**src/common/pixel_capture_pkg.sv**
```systemverilog
/*
 * shared constants and types for the pixel input capture stage.
 * assumes a 40 MHz system clock and an apb register bus with 32-bit data.
 */
package pixel_capture_pkg;

    // timing
    localparam int SYS_CLK_PERIOD_PS = 25000;
    localparam int DESKEW_STEP_PS = 25000;
    localparam int DESKEW_STEP_CYC = (DESKEW_STEP_PS / SYS_CLK_PERIOD_PS) < 1 ? 1 :
                                     (DESKEW_STEP_PS / SYS_CLK_PERIOD_PS);
    localparam int DESKEW_BIAS = 4;
    localparam int DESKEW_CODES = 8;
    localparam int EDGE_DELAY_CYC = DESKEW_BIAS * DESKEW_STEP_CYC;
    localparam int HIST_DEPTH = DESKEW_CODES * DESKEW_STEP_CYC;
    localparam logic [2:0] DESKEW_DEFAULT_CODE = 3'h4;

    // buffering
    localparam int FIFO_DEPTH = 32;

    // apb map
    localparam int APB_AW = 12;
    localparam logic [APB_AW-1:0] ADDR_CTRL = 12'h000;
    localparam logic [APB_AW-1:0] ADDR_STATUS = 12'h004;

    // control register fields
    localparam int CTRL_BUS_WIDTH_BIT = 0;
    localparam int CTRL_EDGE_BIT = 1;
    localparam int CTRL_CLK_MODE_BIT = 2;
    localparam int CTRL_DESKEW_EN_BIT = 3;
    localparam int CTRL_DESKEW_CODE_LSB = 4;
    localparam logic [31:0] CTRL_RESET = 32'h0000_0040;

    // status register fields
    localparam int STAT_BUS_WIDTH_BIT = 0;
    localparam int STAT_EDGE_BIT = 1;
    localparam int STAT_DIFF_BIT = 2;
    localparam int STAT_DESKEW_EN_BIT = 3;
    localparam int STAT_DESKEW_CODE_LSB = 4;
    localparam int STAT_HOST_CFG_BIT = 7;
    localparam int STAT_OVERFLOW_BIT = 8;
    localparam int STAT_LOW_SWING_BIT = 9;
    localparam int STAT_LEVEL_LSB = 16;

    typedef struct packed {
        logic bus_width_select;
        logic edge_select;
        logic clock_mode_select;
        logic deskew_enable;
        logic [2:0] deskew_step_code;
    } mode_cfg_t;

    localparam mode_cfg_t CFG_RESET = '{
        bus_width_select: CTRL_RESET[CTRL_BUS_WIDTH_BIT],
        edge_select: CTRL_RESET[CTRL_EDGE_BIT],
        clock_mode_select: CTRL_RESET[CTRL_CLK_MODE_BIT],
        deskew_enable: CTRL_RESET[CTRL_DESKEW_EN_BIT],
        deskew_step_code: CTRL_RESET[CTRL_DESKEW_CODE_LSB +: 3]
    };

    typedef struct packed {
        logic [23:0] data;
        logic de;
        logic hsync;
        logic vsync;
        logic [1:0] blanking_control_inputs;
    } video_word_t;

    typedef struct packed {
        logic clk_pos;
        logic clk_neg;
        video_word_t word;
    } video_pins_t;

    typedef struct packed {
        logic [7:0] red;
        logic [7:0] green;
        logic [7:0] blue;
        logic de;
        logic hsync;
        logic vsync;
        logic [1:0] blanking_control_inputs;
    } pixel_t;

    typedef struct packed {
        logic psel;
        logic penable;
        logic pwrite;
        logic [APB_AW-1:0] paddr;
        logic [31:0] pwdata;
    } apb_req_t;

    typedef struct packed {
        logic [31:0] prdata;
        logic pready;
        logic pslverr;
    } apb_rsp_t;

endpackage

```
**src/rtl/pixel_input_capture_deskew.sv**
```systemverilog
/*
 * pixel input capture with data de-skew, mode selection and an apb slave.
 * assumes pixel pins and straps are asynchronous to sys_clk_i and that the
 * pixel clock is well below a quarter of the system clock rate.
 */
// Notes on behaviour
// width select 0: 12 bits per edge
// 12-bit mode latches on both clock edges
// 24-bit: latch once, rising or falling per select
// edge select picks primary edge in 12-bit
// differential mode latches on phase crossover
// clock mode select meaning depends on width
// differential only in low-swing input mode
// high-swing mode forces single-ended clocking
// bus width alone fixes single or dual
// host config select picks register or straps
// 12-bit halves map to green, blue, red
// 24-bit word maps red, green, blue bytes
// deskew code or default sets latch offset
// offset is (code minus 4) steps
// deskew never shifts the forwarded clock
// deskew fields from straps or register
// controller holds sync steady while enabled
// halves assembled into one 24-bit pixel
`timescale 1ns/1ps
module pixel_input_capture_deskew (
    // clock and reset
    input wire logic sys_clk_i,
    input wire logic reset_n_i,
    // graphics controller pins
    input wire pixel_capture_pkg::video_pins_t video_pins_i,
    // straps
    input wire pixel_capture_pkg::mode_cfg_t strap_cfg_i,
    input wire logic low_swing_mode_i,
    input wire logic host_config_select_i,
    // apb slave
    input wire pixel_capture_pkg::apb_req_t apb_req_i,
    output pixel_capture_pkg::apb_rsp_t apb_rsp_o,
    // pixel stream toward the encoder
    output pixel_capture_pkg::pixel_t pixel_o,
    output logic pixel_valid_o,
    input wire logic pixel_ready_i,
    // forwarded pixel clock level
    output logic input_pixel_clock_o
);
    import pixel_capture_pkg::*;

    typedef enum logic {
        HALF_FIRST,
        HALF_SECOND
    } half_t;

    typedef struct packed {
        video_pins_t pin_meta;
        video_pins_t pin_sync;
        mode_cfg_t strap_meta;
        mode_cfg_t strap_sync;
        logic swing_meta;
        logic swing_sync;
        logic hcs_meta;
        logic hcs_sync;
        logic ref_lvl;
        logic [EDGE_DELAY_CYC-1:0] rise_pipe;
        logic [EDGE_DELAY_CYC-1:0] fall_pipe;
        logic [HIST_DEPTH-1:0][$bits(video_word_t)-1:0] hist;
        mode_cfg_t host_cfg;
        half_t phase;
        logic [11:0] first_half;
        video_word_t first_ctrl;
        pixel_t pix;
        logic pix_valid;
        logic overflow;
        logic [31:0] prdata;
        logic pslverr;
    } st_t;

    st_t s_r;
    st_t s_nxt;

    mode_cfg_t cfg;
    logic diff_mode;
    logic rise_now;
    logic fall_now;
    logic rise_d;
    logic fall_d;
    logic primary;
    logic secondary;
    logic [2:0] code;
    int unsigned tap;
    video_word_t sample;
    logic fifo_in_ready;
    logic [$clog2(FIFO_DEPTH):0] fifo_level;
    logic access;
    logic setup;
    logic [31:0] rd_val;
    logic mapped;

    always_comb begin
        s_nxt = s_r;

        // two-stage synchronisers
        s_nxt.pin_meta = video_pins_i;
        s_nxt.pin_sync = s_r.pin_meta;
        s_nxt.strap_meta = strap_cfg_i;
        s_nxt.strap_sync = s_r.strap_meta;
        s_nxt.swing_meta = low_swing_mode_i;
        s_nxt.swing_sync = s_r.swing_meta;
        s_nxt.hcs_meta = host_config_select_i;
        s_nxt.hcs_sync = s_r.hcs_meta;

        // config source select
        cfg = s_r.hcs_sync ? s_r.host_cfg : s_r.strap_sync;

        // differential only in low swing
        diff_mode = s_r.swing_sync && (cfg.bus_width_select ? cfg.clock_mode_select : !cfg.clock_mode_select);

        // crossover tracking; equal phases hold the level
        if (diff_mode) begin
            if (s_r.pin_sync.clk_pos && !s_r.pin_sync.clk_neg) begin
                s_nxt.ref_lvl = 1'b1;
            end else if (!s_r.pin_sync.clk_pos && s_r.pin_sync.clk_neg) begin
                s_nxt.ref_lvl = 1'b0;
            end
        end else begin
            s_nxt.ref_lvl = s_r.pin_sync.clk_pos;
        end
        rise_now = s_nxt.ref_lvl && !s_r.ref_lvl;
        fall_now = !s_nxt.ref_lvl && s_r.ref_lvl;

        // edges wait the bias so data after them can be taken
        s_nxt.rise_pipe = {s_r.rise_pipe[EDGE_DELAY_CYC-2:0], rise_now};
        s_nxt.fall_pipe = {s_r.fall_pipe[EDGE_DELAY_CYC-2:0], fall_now};
        rise_d = s_r.rise_pipe[EDGE_DELAY_CYC-1];
        fall_d = s_r.fall_pipe[EDGE_DELAY_CYC-1];

        // data history, newest in entry 0
        s_nxt.hist = {s_r.hist[HIST_DEPTH-2:0], s_r.pin_sync.word};

        // code or default offset
        code = cfg.deskew_enable ? cfg.deskew_step_code : DESKEW_DEFAULT_CODE;
        // tap for offset (code - 4) steps
        tap = (unsigned'(DESKEW_CODES) - unsigned'(int'(code))) * unsigned'(DESKEW_STEP_CYC) - 1;
        sample = video_word_t'(s_r.hist[tap]);

        // primary edge from edge select
        primary = cfg.edge_select ? rise_d : fall_d;
        secondary = cfg.edge_select ? fall_d : rise_d;

        s_nxt.pix_valid = 1'b0;
        // width alone picks single or dual edge
        if (cfg.bus_width_select) begin
            s_nxt.phase = HALF_FIRST;
            if (primary) begin
                // 24-bit byte mapping
                s_nxt.pix.red = sample.data[23:16];
                s_nxt.pix.green = sample.data[15:8];
                s_nxt.pix.blue = sample.data[7:0];
                s_nxt.pix.de = sample.de;
                s_nxt.pix.hsync = sample.hsync;
                s_nxt.pix.vsync = sample.vsync;
                s_nxt.pix.blanking_control_inputs = sample.blanking_control_inputs;
                s_nxt.pix_valid = 1'b1;
            end
        end else begin
            // both edges latch a half-pixel
            unique case (s_r.phase)
                HALF_FIRST: begin
                    if (primary) begin
                        s_nxt.first_half = sample.data[11:0];
                        s_nxt.first_ctrl = sample;
                        s_nxt.phase = HALF_SECOND;
                    end
                end
                HALF_SECOND: begin
                    if (secondary) begin
                        // half-pixel mapping
                        s_nxt.pix.green = {sample.data[3:0], s_r.first_half[11:8]};
                        s_nxt.pix.blue = s_r.first_half[7:0];
                        s_nxt.pix.red = sample.data[11:4];
                        // control from same pixel period
                        s_nxt.pix.de = s_r.first_ctrl.de;
                        s_nxt.pix.hsync = s_r.first_ctrl.hsync;
                        s_nxt.pix.vsync = s_r.first_ctrl.vsync;
                        s_nxt.pix.blanking_control_inputs = s_r.first_ctrl.blanking_control_inputs;
                        s_nxt.pix_valid = 1'b1;
                        s_nxt.phase = HALF_FIRST;
                    end else if (primary) begin
                        // a lost edge restarts on this half
                        s_nxt.first_half = sample.data[11:0];
                        s_nxt.first_ctrl = sample;
                    end
                end
            endcase
        end

        // apb slave: zero wait, read data caught in setup
        setup = apb_req_i.psel && !apb_req_i.penable;
        access = apb_req_i.psel && apb_req_i.penable;
        mapped = (apb_req_i.paddr == ADDR_CTRL) || (apb_req_i.paddr == ADDR_STATUS);
        rd_val = '0;
        if (apb_req_i.paddr == ADDR_CTRL) begin
            rd_val[CTRL_BUS_WIDTH_BIT] = s_r.host_cfg.bus_width_select;
            rd_val[CTRL_EDGE_BIT] = s_r.host_cfg.edge_select;
            rd_val[CTRL_CLK_MODE_BIT] = s_r.host_cfg.clock_mode_select;
            rd_val[CTRL_DESKEW_EN_BIT] = s_r.host_cfg.deskew_enable;
            rd_val[CTRL_DESKEW_CODE_LSB +: 3] = s_r.host_cfg.deskew_step_code;
        end else if (apb_req_i.paddr == ADDR_STATUS) begin
            rd_val[STAT_BUS_WIDTH_BIT] = cfg.bus_width_select;
            rd_val[STAT_EDGE_BIT] = cfg.edge_select;
            rd_val[STAT_DIFF_BIT] = diff_mode;
            rd_val[STAT_DESKEW_EN_BIT] = cfg.deskew_enable;
            // effective code: a disabled deskew shows the default
            rd_val[STAT_DESKEW_CODE_LSB +: 3] = code;
            rd_val[STAT_HOST_CFG_BIT] = s_r.hcs_sync;
            rd_val[STAT_OVERFLOW_BIT] = s_r.overflow;
            rd_val[STAT_LOW_SWING_BIT] = s_r.swing_sync;
            rd_val[STAT_LEVEL_LSB +: $bits(fifo_level)] = fifo_level;
        end
        if (setup) begin
            s_nxt.prdata = apb_req_i.pwrite ? 32'h0000_0000 : rd_val;
            s_nxt.pslverr = !mapped;
        end

        if (access && apb_req_i.pwrite && apb_req_i.paddr == ADDR_CTRL) begin
            s_nxt.host_cfg.bus_width_select = apb_req_i.pwdata[CTRL_BUS_WIDTH_BIT];
            s_nxt.host_cfg.edge_select = apb_req_i.pwdata[CTRL_EDGE_BIT];
            s_nxt.host_cfg.clock_mode_select = apb_req_i.pwdata[CTRL_CLK_MODE_BIT];
            s_nxt.host_cfg.deskew_enable = apb_req_i.pwdata[CTRL_DESKEW_EN_BIT];
            s_nxt.host_cfg.deskew_step_code = apb_req_i.pwdata[CTRL_DESKEW_CODE_LSB +: 3];
        end
        // write one clears; a new loss in the same cycle wins
        if (access && apb_req_i.pwrite && apb_req_i.paddr == ADDR_STATUS &&
            apb_req_i.pwdata[STAT_OVERFLOW_BIT]) begin
            s_nxt.overflow = 1'b0;
        end
        // the pixel clock cannot be stalled, so a full buffer drops
        if (s_r.pix_valid && !fifo_in_ready) begin
            s_nxt.overflow = 1'b1;
        end
    end

    always_ff @(posedge sys_clk_i or negedge reset_n_i) begin
        if (!reset_n_i) begin
            s_r <= '0;
            s_r.host_cfg <= CFG_RESET;
        end else begin
            s_r <= s_nxt;
        end
    end

    pixel_fifo #(
        .WIDTH($bits(pixel_t)),
        .DEPTH(FIFO_DEPTH)
    ) u_fifo (
        .sys_clk_i(sys_clk_i),
        .reset_n_i(reset_n_i),
        .in_data_i(s_r.pix),
        .in_valid_i(s_r.pix_valid),
        .in_ready_o(fifo_in_ready),
        .out_data_o(pixel_o),
        .out_valid_o(pixel_valid_o),
        .out_ready_i(pixel_ready_i),
        .level_o(fifo_level)
    );

    assign apb_rsp_o.prdata = s_r.prdata;
    assign apb_rsp_o.pready = apb_req_i.psel && apb_req_i.penable;
    assign apb_rsp_o.pslverr = s_r.pslverr && apb_req_i.psel && apb_req_i.penable;

    // clock level passes without deskew delay
    assign input_pixel_clock_o = s_r.ref_lvl;
endmodule

```
**src/rtl/pixel_fifo.sv**
```systemverilog
/*
 * pixel fifo: DEPTH words of storage plus a registered output word.
 * assumes one clock and an active-low asynchronous reset.
 */
`timescale 1ns/1ps
module pixel_fifo #(
    parameter int WIDTH = 29,
    parameter int DEPTH = 32
) (
    // clock and reset
    input wire logic sys_clk_i,
    input wire logic reset_n_i,
    // fill side
    input wire logic [WIDTH-1:0] in_data_i,
    input wire logic in_valid_i,
    output logic in_ready_o,
    // drain side
    output logic [WIDTH-1:0] out_data_o,
    output logic out_valid_o,
    input wire logic out_ready_i,
    // fill level
    output logic [$clog2(DEPTH):0] level_o
);
    localparam int AW = $clog2(DEPTH);

    typedef struct packed {
        logic [DEPTH-1:0][WIDTH-1:0] mem;
        logic [AW-1:0] wptr;
        logic [AW-1:0] rptr;
        logic [AW:0] count;
        logic [WIDTH-1:0] dout;
        logic dvalid;
    } fifo_st_t;

    fifo_st_t s_r;
    fifo_st_t s_nxt;
    logic push;
    logic pop;

    always_comb begin
        s_nxt = s_r;
        push = in_valid_i && (s_r.count != (AW+1)'(DEPTH));
        pop = (s_r.count != '0) && (!s_r.dvalid || out_ready_i);
        if (pop) begin
            s_nxt.dout = s_r.mem[s_r.rptr];
            s_nxt.dvalid = 1'b1;
            s_nxt.rptr = s_r.rptr + AW'(1);
        end else if (out_ready_i) begin
            s_nxt.dvalid = 1'b0;
        end
        if (push) begin
            s_nxt.mem[s_r.wptr] = in_data_i;
            s_nxt.wptr = s_r.wptr + AW'(1);
        end
        s_nxt.count = s_r.count + (AW+1)'(push) - (AW+1)'(pop);
    end

    always_ff @(posedge sys_clk_i or negedge reset_n_i) begin
        if (!reset_n_i) begin
            s_r <= '0;
        end else begin
            s_r <= s_nxt;
        end
    end

    // full is storage full; the output word is extra slack
    assign in_ready_o = (s_r.count != (AW+1)'(DEPTH));
    assign out_data_o = s_r.dout;
    assign out_valid_o = s_r.dvalid;
    assign level_o = s_r.count;
endmodule

```
**config.mk**
```make
export PLATFORM = sky130hd
export DESIGN_NAME = pixel_input_capture_deskew
export DESIGN_NICKNAME = d
export VERILOG_FILES = /design/src/common/pixel_capture_pkg.sv /design/src/rtl/pixel_input_capture_deskew.sv /design/src/rtl/pixel_fifo.sv
export SDC_FILE = /design/constraint.sdc
export NUM_CORES = 2
export LEC_CHECK = 0
export BUFFER_PORTS_ARGS = -buffer_cell sky130_fd_sc_hd__buf_2
export CAP_MARGIN = 20
export CELL_PAD_IN_SITES_DETAIL_PLACEMENT = 2
export CELL_PAD_IN_SITES_GLOBAL_PLACEMENT = 2
export CORE_UTILIZATION = 45
export CTS_BUF_LIST = sky130_fd_sc_hd__clkbuf_8
export CTS_CLUSTER_DIAMETER = 120
export DETAILED_ROUTE_END_ITERATION = 7
export HOLD_SLACK_MARGIN = 0.08
export PLACE_DENSITY = 0.73
export SLEW_MARGIN = 20
export SYNTH_ARGS = -nofsm -noshare
export SYNTH_HDL_FRONTEND = slang
export SYNTH_SLANG_ARGS = --single-unit
```
**constraint.sdc**
```tcl
create_clock -name sys_clk_i -period 6.9 [get_ports sys_clk_i]
set_clock_uncertainty 0.15 [all_clocks]
set_input_delay 1.725 -clock sys_clk_i [delete_from_list [all_inputs] [get_ports sys_clk_i]]
set_output_delay 1.725 -clock sys_clk_i [all_outputs]
set_load 0.02 [all_outputs]
```
## Yosys cells after proc, flatten, opt, wreduce, memory -nomap -nowiden

Index checks and enable logic that the tools add are counted.

| operators by class | value |
|---|---|
| muxes and demuxes | 35 |
| bitwise operators | 2 |
| add/subtract/negate cells | 6 |
| equality and inequality tests | 6 |
| magnitude comparators | 4 |
| reductions and logical operators | 36 |

Operators with widths:

| cell | number |
|---|---|
| 928-bit bitwise mux | 1 |
| 29-bit binary-select mux with 5-bit select | 1 |
| 29-bit demux with 5-bit select | 1 |
| 30-bit 2-to-1 mux | 4 |
| 29-bit binary-select mux with 3-bit select | 1 |
| 29-bit 2-to-1 mux | 3 |
| 42-bit case mux with 2 select lines | 1 |
| 41-bit 2-to-1 mux | 2 |
| 42-bit 2-to-1 mux | 1 |
| 32-bit by 4-bit less-than comparator with 1-bit output (second input constant) | 1 |
| 22-bit 2-to-1 mux | 1 |
| 1-bit logical AND | 17 |
| 7-bit 2-to-1 mux | 2 |
| 12-bit by 3-bit equality test with 1-bit output (second input constant) | 1 |
| 12-bit logical NOT | 1 |
| 5-bit by 6-bit less-than comparator with 1-bit output (second input constant) | 2 |
| 1-bit 2-to-1 mux | 12 |
| 6-bit 2-to-1 mux | 2 |
| 5-bit by 1-bit adder with 5-bit output (second input constant) | 2 |
| 10-bit 2-to-1 mux | 1 |
| 1-bit logical NOT | 9 |
| 2-bit nonzero test | 4 |
| 6-bit by 1-bit adder with 6-bit output | 1 |
| 3-bit 2-to-1 mux | 2 |
| other kinds (12) | 16 |

| storage, ports and cells | value |
|---|---|
| logic and storage cells | 187 |
| flip-flop bits (word level) | 1384 |
| bits of input ports | 90 |

## Longest topological paths before layout

| logic depth | value |
|---|---|
| depth after elaboration | 10 |
| mapped depth | 16 |
| gate-level depth less buffers | 14 |

## Hierarchy

A second synthesis with hierarchy kept.

| unflattened totals | value |
|---|---|
| cells, all modules | 3685 |
| area total of the unflattened synthesis | 57321.2 um2 |

By module, submodules not included:

| module | seq. area each (um2) | cells each | area an instance (um2) | times used |
|---|---|---|---|---|
| pixel_fifo | 24373.4 | 2951 | 44246.2 | 1 |
| pixel_input_capture_deskew | 9860.7 | 734 | 13075.0 | 1 |

## Worst setup path after synthesis

No wires, ideal clock.

| timing path | value |
|---|---|
| path kind | input to register |
| start | in pixel_ready_i |
| end | reg u_fifo.s_r, in the netlist u_fifo.level_o[4] |
| arrival | 3.870 ns |
| cell stages on the path | 14 |
| data required time | 6.628 ns |
| library setup time | 0.122 ns |
| path slack | 2.757 ns |
| path buffers | 2 |
| cell sequence | nand2b_1 a21boi_0 clkbuf_1 clkbuf_1 ha_1 inv_1 ha_1 inv_1 fa_1 inv_1 a21oi_1 nor2_1 nor2_1 xnor2_1 |

RTL lines:

| item | line | RTL |
|---|---|---|
| from (decl) | pixel_input_capture_deskew.sv:42 | `input wire logic pixel_ready_i,` |
| to (signal assigned) | pixel_fifo.sv:62 | `s_r <= s_nxt;` |
| to (decl) | pixel_fifo.sv:35 | `fifo_st_t s_r;` |

==> key figures <==
Yosys
  – Post-synth EDFFs: 0
  – Mapped Area: 57910 um2
  – Synth Instances: 3725
  – Ys async rst share: 100.0%
  – Count of cell types in the netlist: 60
  – Register area share after synthesis: 59.12%
  – Yosys warnings: 0
  – #FFs+latches synth: 1368
  – Primary FF master, synth: dfrtp_1
  – Syn Area/Cell: ~16 um2

Clock tree
  – CTS tree: yes
  – # hold bufs at CTS: 0
  – CTS max path bufs: 3
  – Number of gates resized after cts: 0
  – Clock Latency Late Sink: 950 ps
  – CTS H-tree depth: 4
  – CTS sink cnt: 1368
  – Setup Fix Bufs, Post-CTS: 0
  – CTS buffer count: between 200 and 250
  – CTS root buffer: clkbuf_8
  – CTS clk-pin slew, worst paths: about 60 ps

Worst setup path
  – Critical Path RT: 5030 ps
  – CP endpoint kind: output pin
  – Crit path largest cell delay: 160 ps
  – CP Launch Type: primary input
  – Crit path max fanout: 3
  – Crit-path slowest cell: and2_1
  – Worst path cell trace: buf_2 > and2_1 > buf_2
  – Most used cell, CP: buf_2
  – Crit path DAT: 2150 ps
  – Critical path type: in2out

Layout
  – Fin util: 50.18%
  – Fin nets: ~3.9k
  – Most frequent cells in the layout: dfrtp_1 (1341), mux2_2 (938), clkbuf_8 (290)
  – Commonest non-fill, non-tap cell in the layout: dfrtp_1
  – Layout cells sized above 1: 45.84%
  – Cell area after layout: 64070 um2
  – Synthesis-to-finish area growth: 10.64%

Timing
  – Worst Max-Slew Pin Slew: 1136 ps
  – Period minus WS final: 4029 ps
  – Hold Violations, Final: 0
  – Setup violators final: 0
  – RSZ-0062 raised after global routing: false
  – Period utilisation layout: 58.39%
  – Post-Route Setup TNS: 0 ps
  – Slew HR: 24.29%
  – F_max: 248.2 MHz
  – Max-slew violation count: 0
  – Setup ws final: 2871 ps

Route
  – Vias per cell: 5.836
  – Final wirelength: 158400 um
  – Drt pass-1 iters: 4
  – Post-route ant nets: 0
  – DRT iter0 DRCs: approximately 1.6k
  – Drt drc: 0
  – DR WL/cell: 28.27 um
  – Vias after detailed routing: 32.69k

Floorplanning
  – Die ar.: between 100000 and 150000 um2
  – # rows: 131
  – Starting Density: 45.35%
  – Area of the core: 127700 um2
  – Die X: 360.7 um
  – Io pins: 155
  – Die span in y: 360.7 um

Placement
  – HPWL Detailed: just under 90000 um
  – GP Congestion: 0.7320
  – Dpl ws: 2169 ps
  – DP Area: between 50000 and 60000 um2
  – PortBufs: 114

Global route
  – Largest net degree at the start of global routing: 182
  – GRT overflow: 0
  – First-pass GRT wire length: 247700 um
  – Vias in the first global route: 39.06k
  – Initial antenna violation count: 3
  – Global Route Usage Sum: between 20% and 30%

Min path
  – Tightest Hold Check Type: reg2reg

Power
  – Cell Pwr Density: approximately 340 nW/um2
  – Peak VDD IR: 0.2379 mV
  – Pleak: 31.19 nW

Flow run
  – Max-Cap Viols: 0

Outcome
  – Outcome: finished clean
[flip-flops by register name, indices dropped and copies added (netlist names)]
| name | cells |
|---|---|
| u_fifo.s_r | 938 |
| apb_rsp_o | 16 |
| u_fifo.out_data_o | 29 |
| u_fifo.out_valid_o | 1 |
| input_pixel_clock_o | 1 |
| u_fifo.level_o | 6 |
| s_r | 97 |
| s_nxt | 278 |
| fall_d | 1 |
| rise_d | 1 |
[worst max-delay path: cells and delay by family]
| family | cells | cell delay (ps) |
|---|---|---|
| buffers and inverters | 2 | 270 |
| AND/OR/NAND/NOR | 1 | 160 |
[metal layers]
layer | vias up | global-route usage, % | part of all wire, %
met5 | - | 0 | 0
met4 | 0 | 8.627 | 2.7
met3 | 268 | 3.962 | 3.6
met2 | 719 | 43.04 | 51
met1 | 18110 | 32.56 | 42
li1 | 13590 | - | -
[layout make-up]
class	instances	area, um2
clock inverters	124	698.2
well taps	1662	2079
multi-input cells	1962	21690
clock buffers	290	3991
inverters	19	71.32
diodes	2	5.005
flip-flops and latches	1368	34280
fillers	11440	63620
repair buffers	175	1259
[power by group]
group          switching [mW]  total [mW]  internal [mW]  leakage [nW]
Combinational            2.40        4.37           1.97          10.4
Sequential               1.53        10.4           8.87          18.1
Clock                    3.36        7.28           3.92          2.72
Total                    7.29        22.0           14.8          31.2
[cell families (layout without fill, tap and decap cells)]
group	after synthesis	after routing	share of synthesized area, %
and+or+nand+nor	322	322	2.768
adders and majority gates	16	16	0.3587
buffers and inverters	410	608	3.863
xor gates and xnor gates	12	12	0.1815
AOI/OAI and AO/OA	312	312	3.686
muxes	1284	1284	30.02
DFF	1368	1368	59.12
other	1	18	0.006476
[metrics by stage]
stage	power, mW	hold slack [ps]	std cells
after CTS	22.33	191.5	5598
final	22.05	177.4	5602
after floorplan	13.22	181.2	3740
after detailed placement	14.92	185.6	5184
after global routing	23.14	195.6	5601
after global placement	14.53	182.6	5184
[synthesized netlist by cell type, drive strengths merged (2+ instances only)]
| library cell | number | area, um2 |
|---|---|---|
| nor4 | 4 | 25.02 |
| nand4 | 3 | 18.77 |
| a21boi | 2 | 26.28 |
| nand2 | 125 | 471.7 |
| clkbuf | 146 | 548.0 |
| a221o | 13 | 130.1 |
| and3 | 38 | 242.7 |
| a31oi | 2 | 12.51 |
| a21oi | 109 | 545.5 |
| nor3b | 3 | 22.52 |
| xor2 | 3 | 26.28 |
| nand2b | 3 | 18.77 |
| a22oi | 12 | 90.09 |
| nor2 | 42 | 160.2 |
| o21ai | 27 | 146.4 |
| inv | 19 | 71.31 |
| ha | 15 | 187.7 |
| mux2i | 67 | 670.6 |
| mux2 | 950 | 10700 |
| and2 | 7 | 46.30 |
| a22o | 20 | 175.2 |
| mux4 | 267 | 6013 |
| nor2b | 59 | 369.1 |
| buf | 245 | 1618 |
| a211oi | 108 | 855.8 |
| nor3 | 4 | 25.02 |
| a21o | 12 | 90.09 |
| dfrtp | 1367 | 34210 |
| xnor2 | 9 | 78.83 |
| nand3 | 28 | 152.7 |
| and3b | 2 | 17.52 |
[final timing paths]
kind | startpoint | end | slack (ps) | cells past startpoint
hold / removal | s_nxt[391]$_DFF_PN0_ | s_nxt[132]$_DFF_PN0_ | 180 | 0
setup reg to reg | s_r[354]$_DFF_PN0_ | s_r[52]$_DFFE_PN0P_ | 2900 | 7
min in group asynchronous | reset_n_i | u_fifo.s_r[802]$_DFFE_PN0P_ | 680 | 1
hold reg to reg | s_nxt[391]$_DFF_PN0_ | s_nxt[132]$_DFF_PN0_ | 180 | 0
max in group asynchronous | reset_n_i | u_fifo.s_r[609]$_DFFE_PN0P_ | 4330 | 2
setup / recovery | apb_req_i[45] | apb_rsp_o[1] | 2870 | 3
Power figures use the tool's default switching activity.
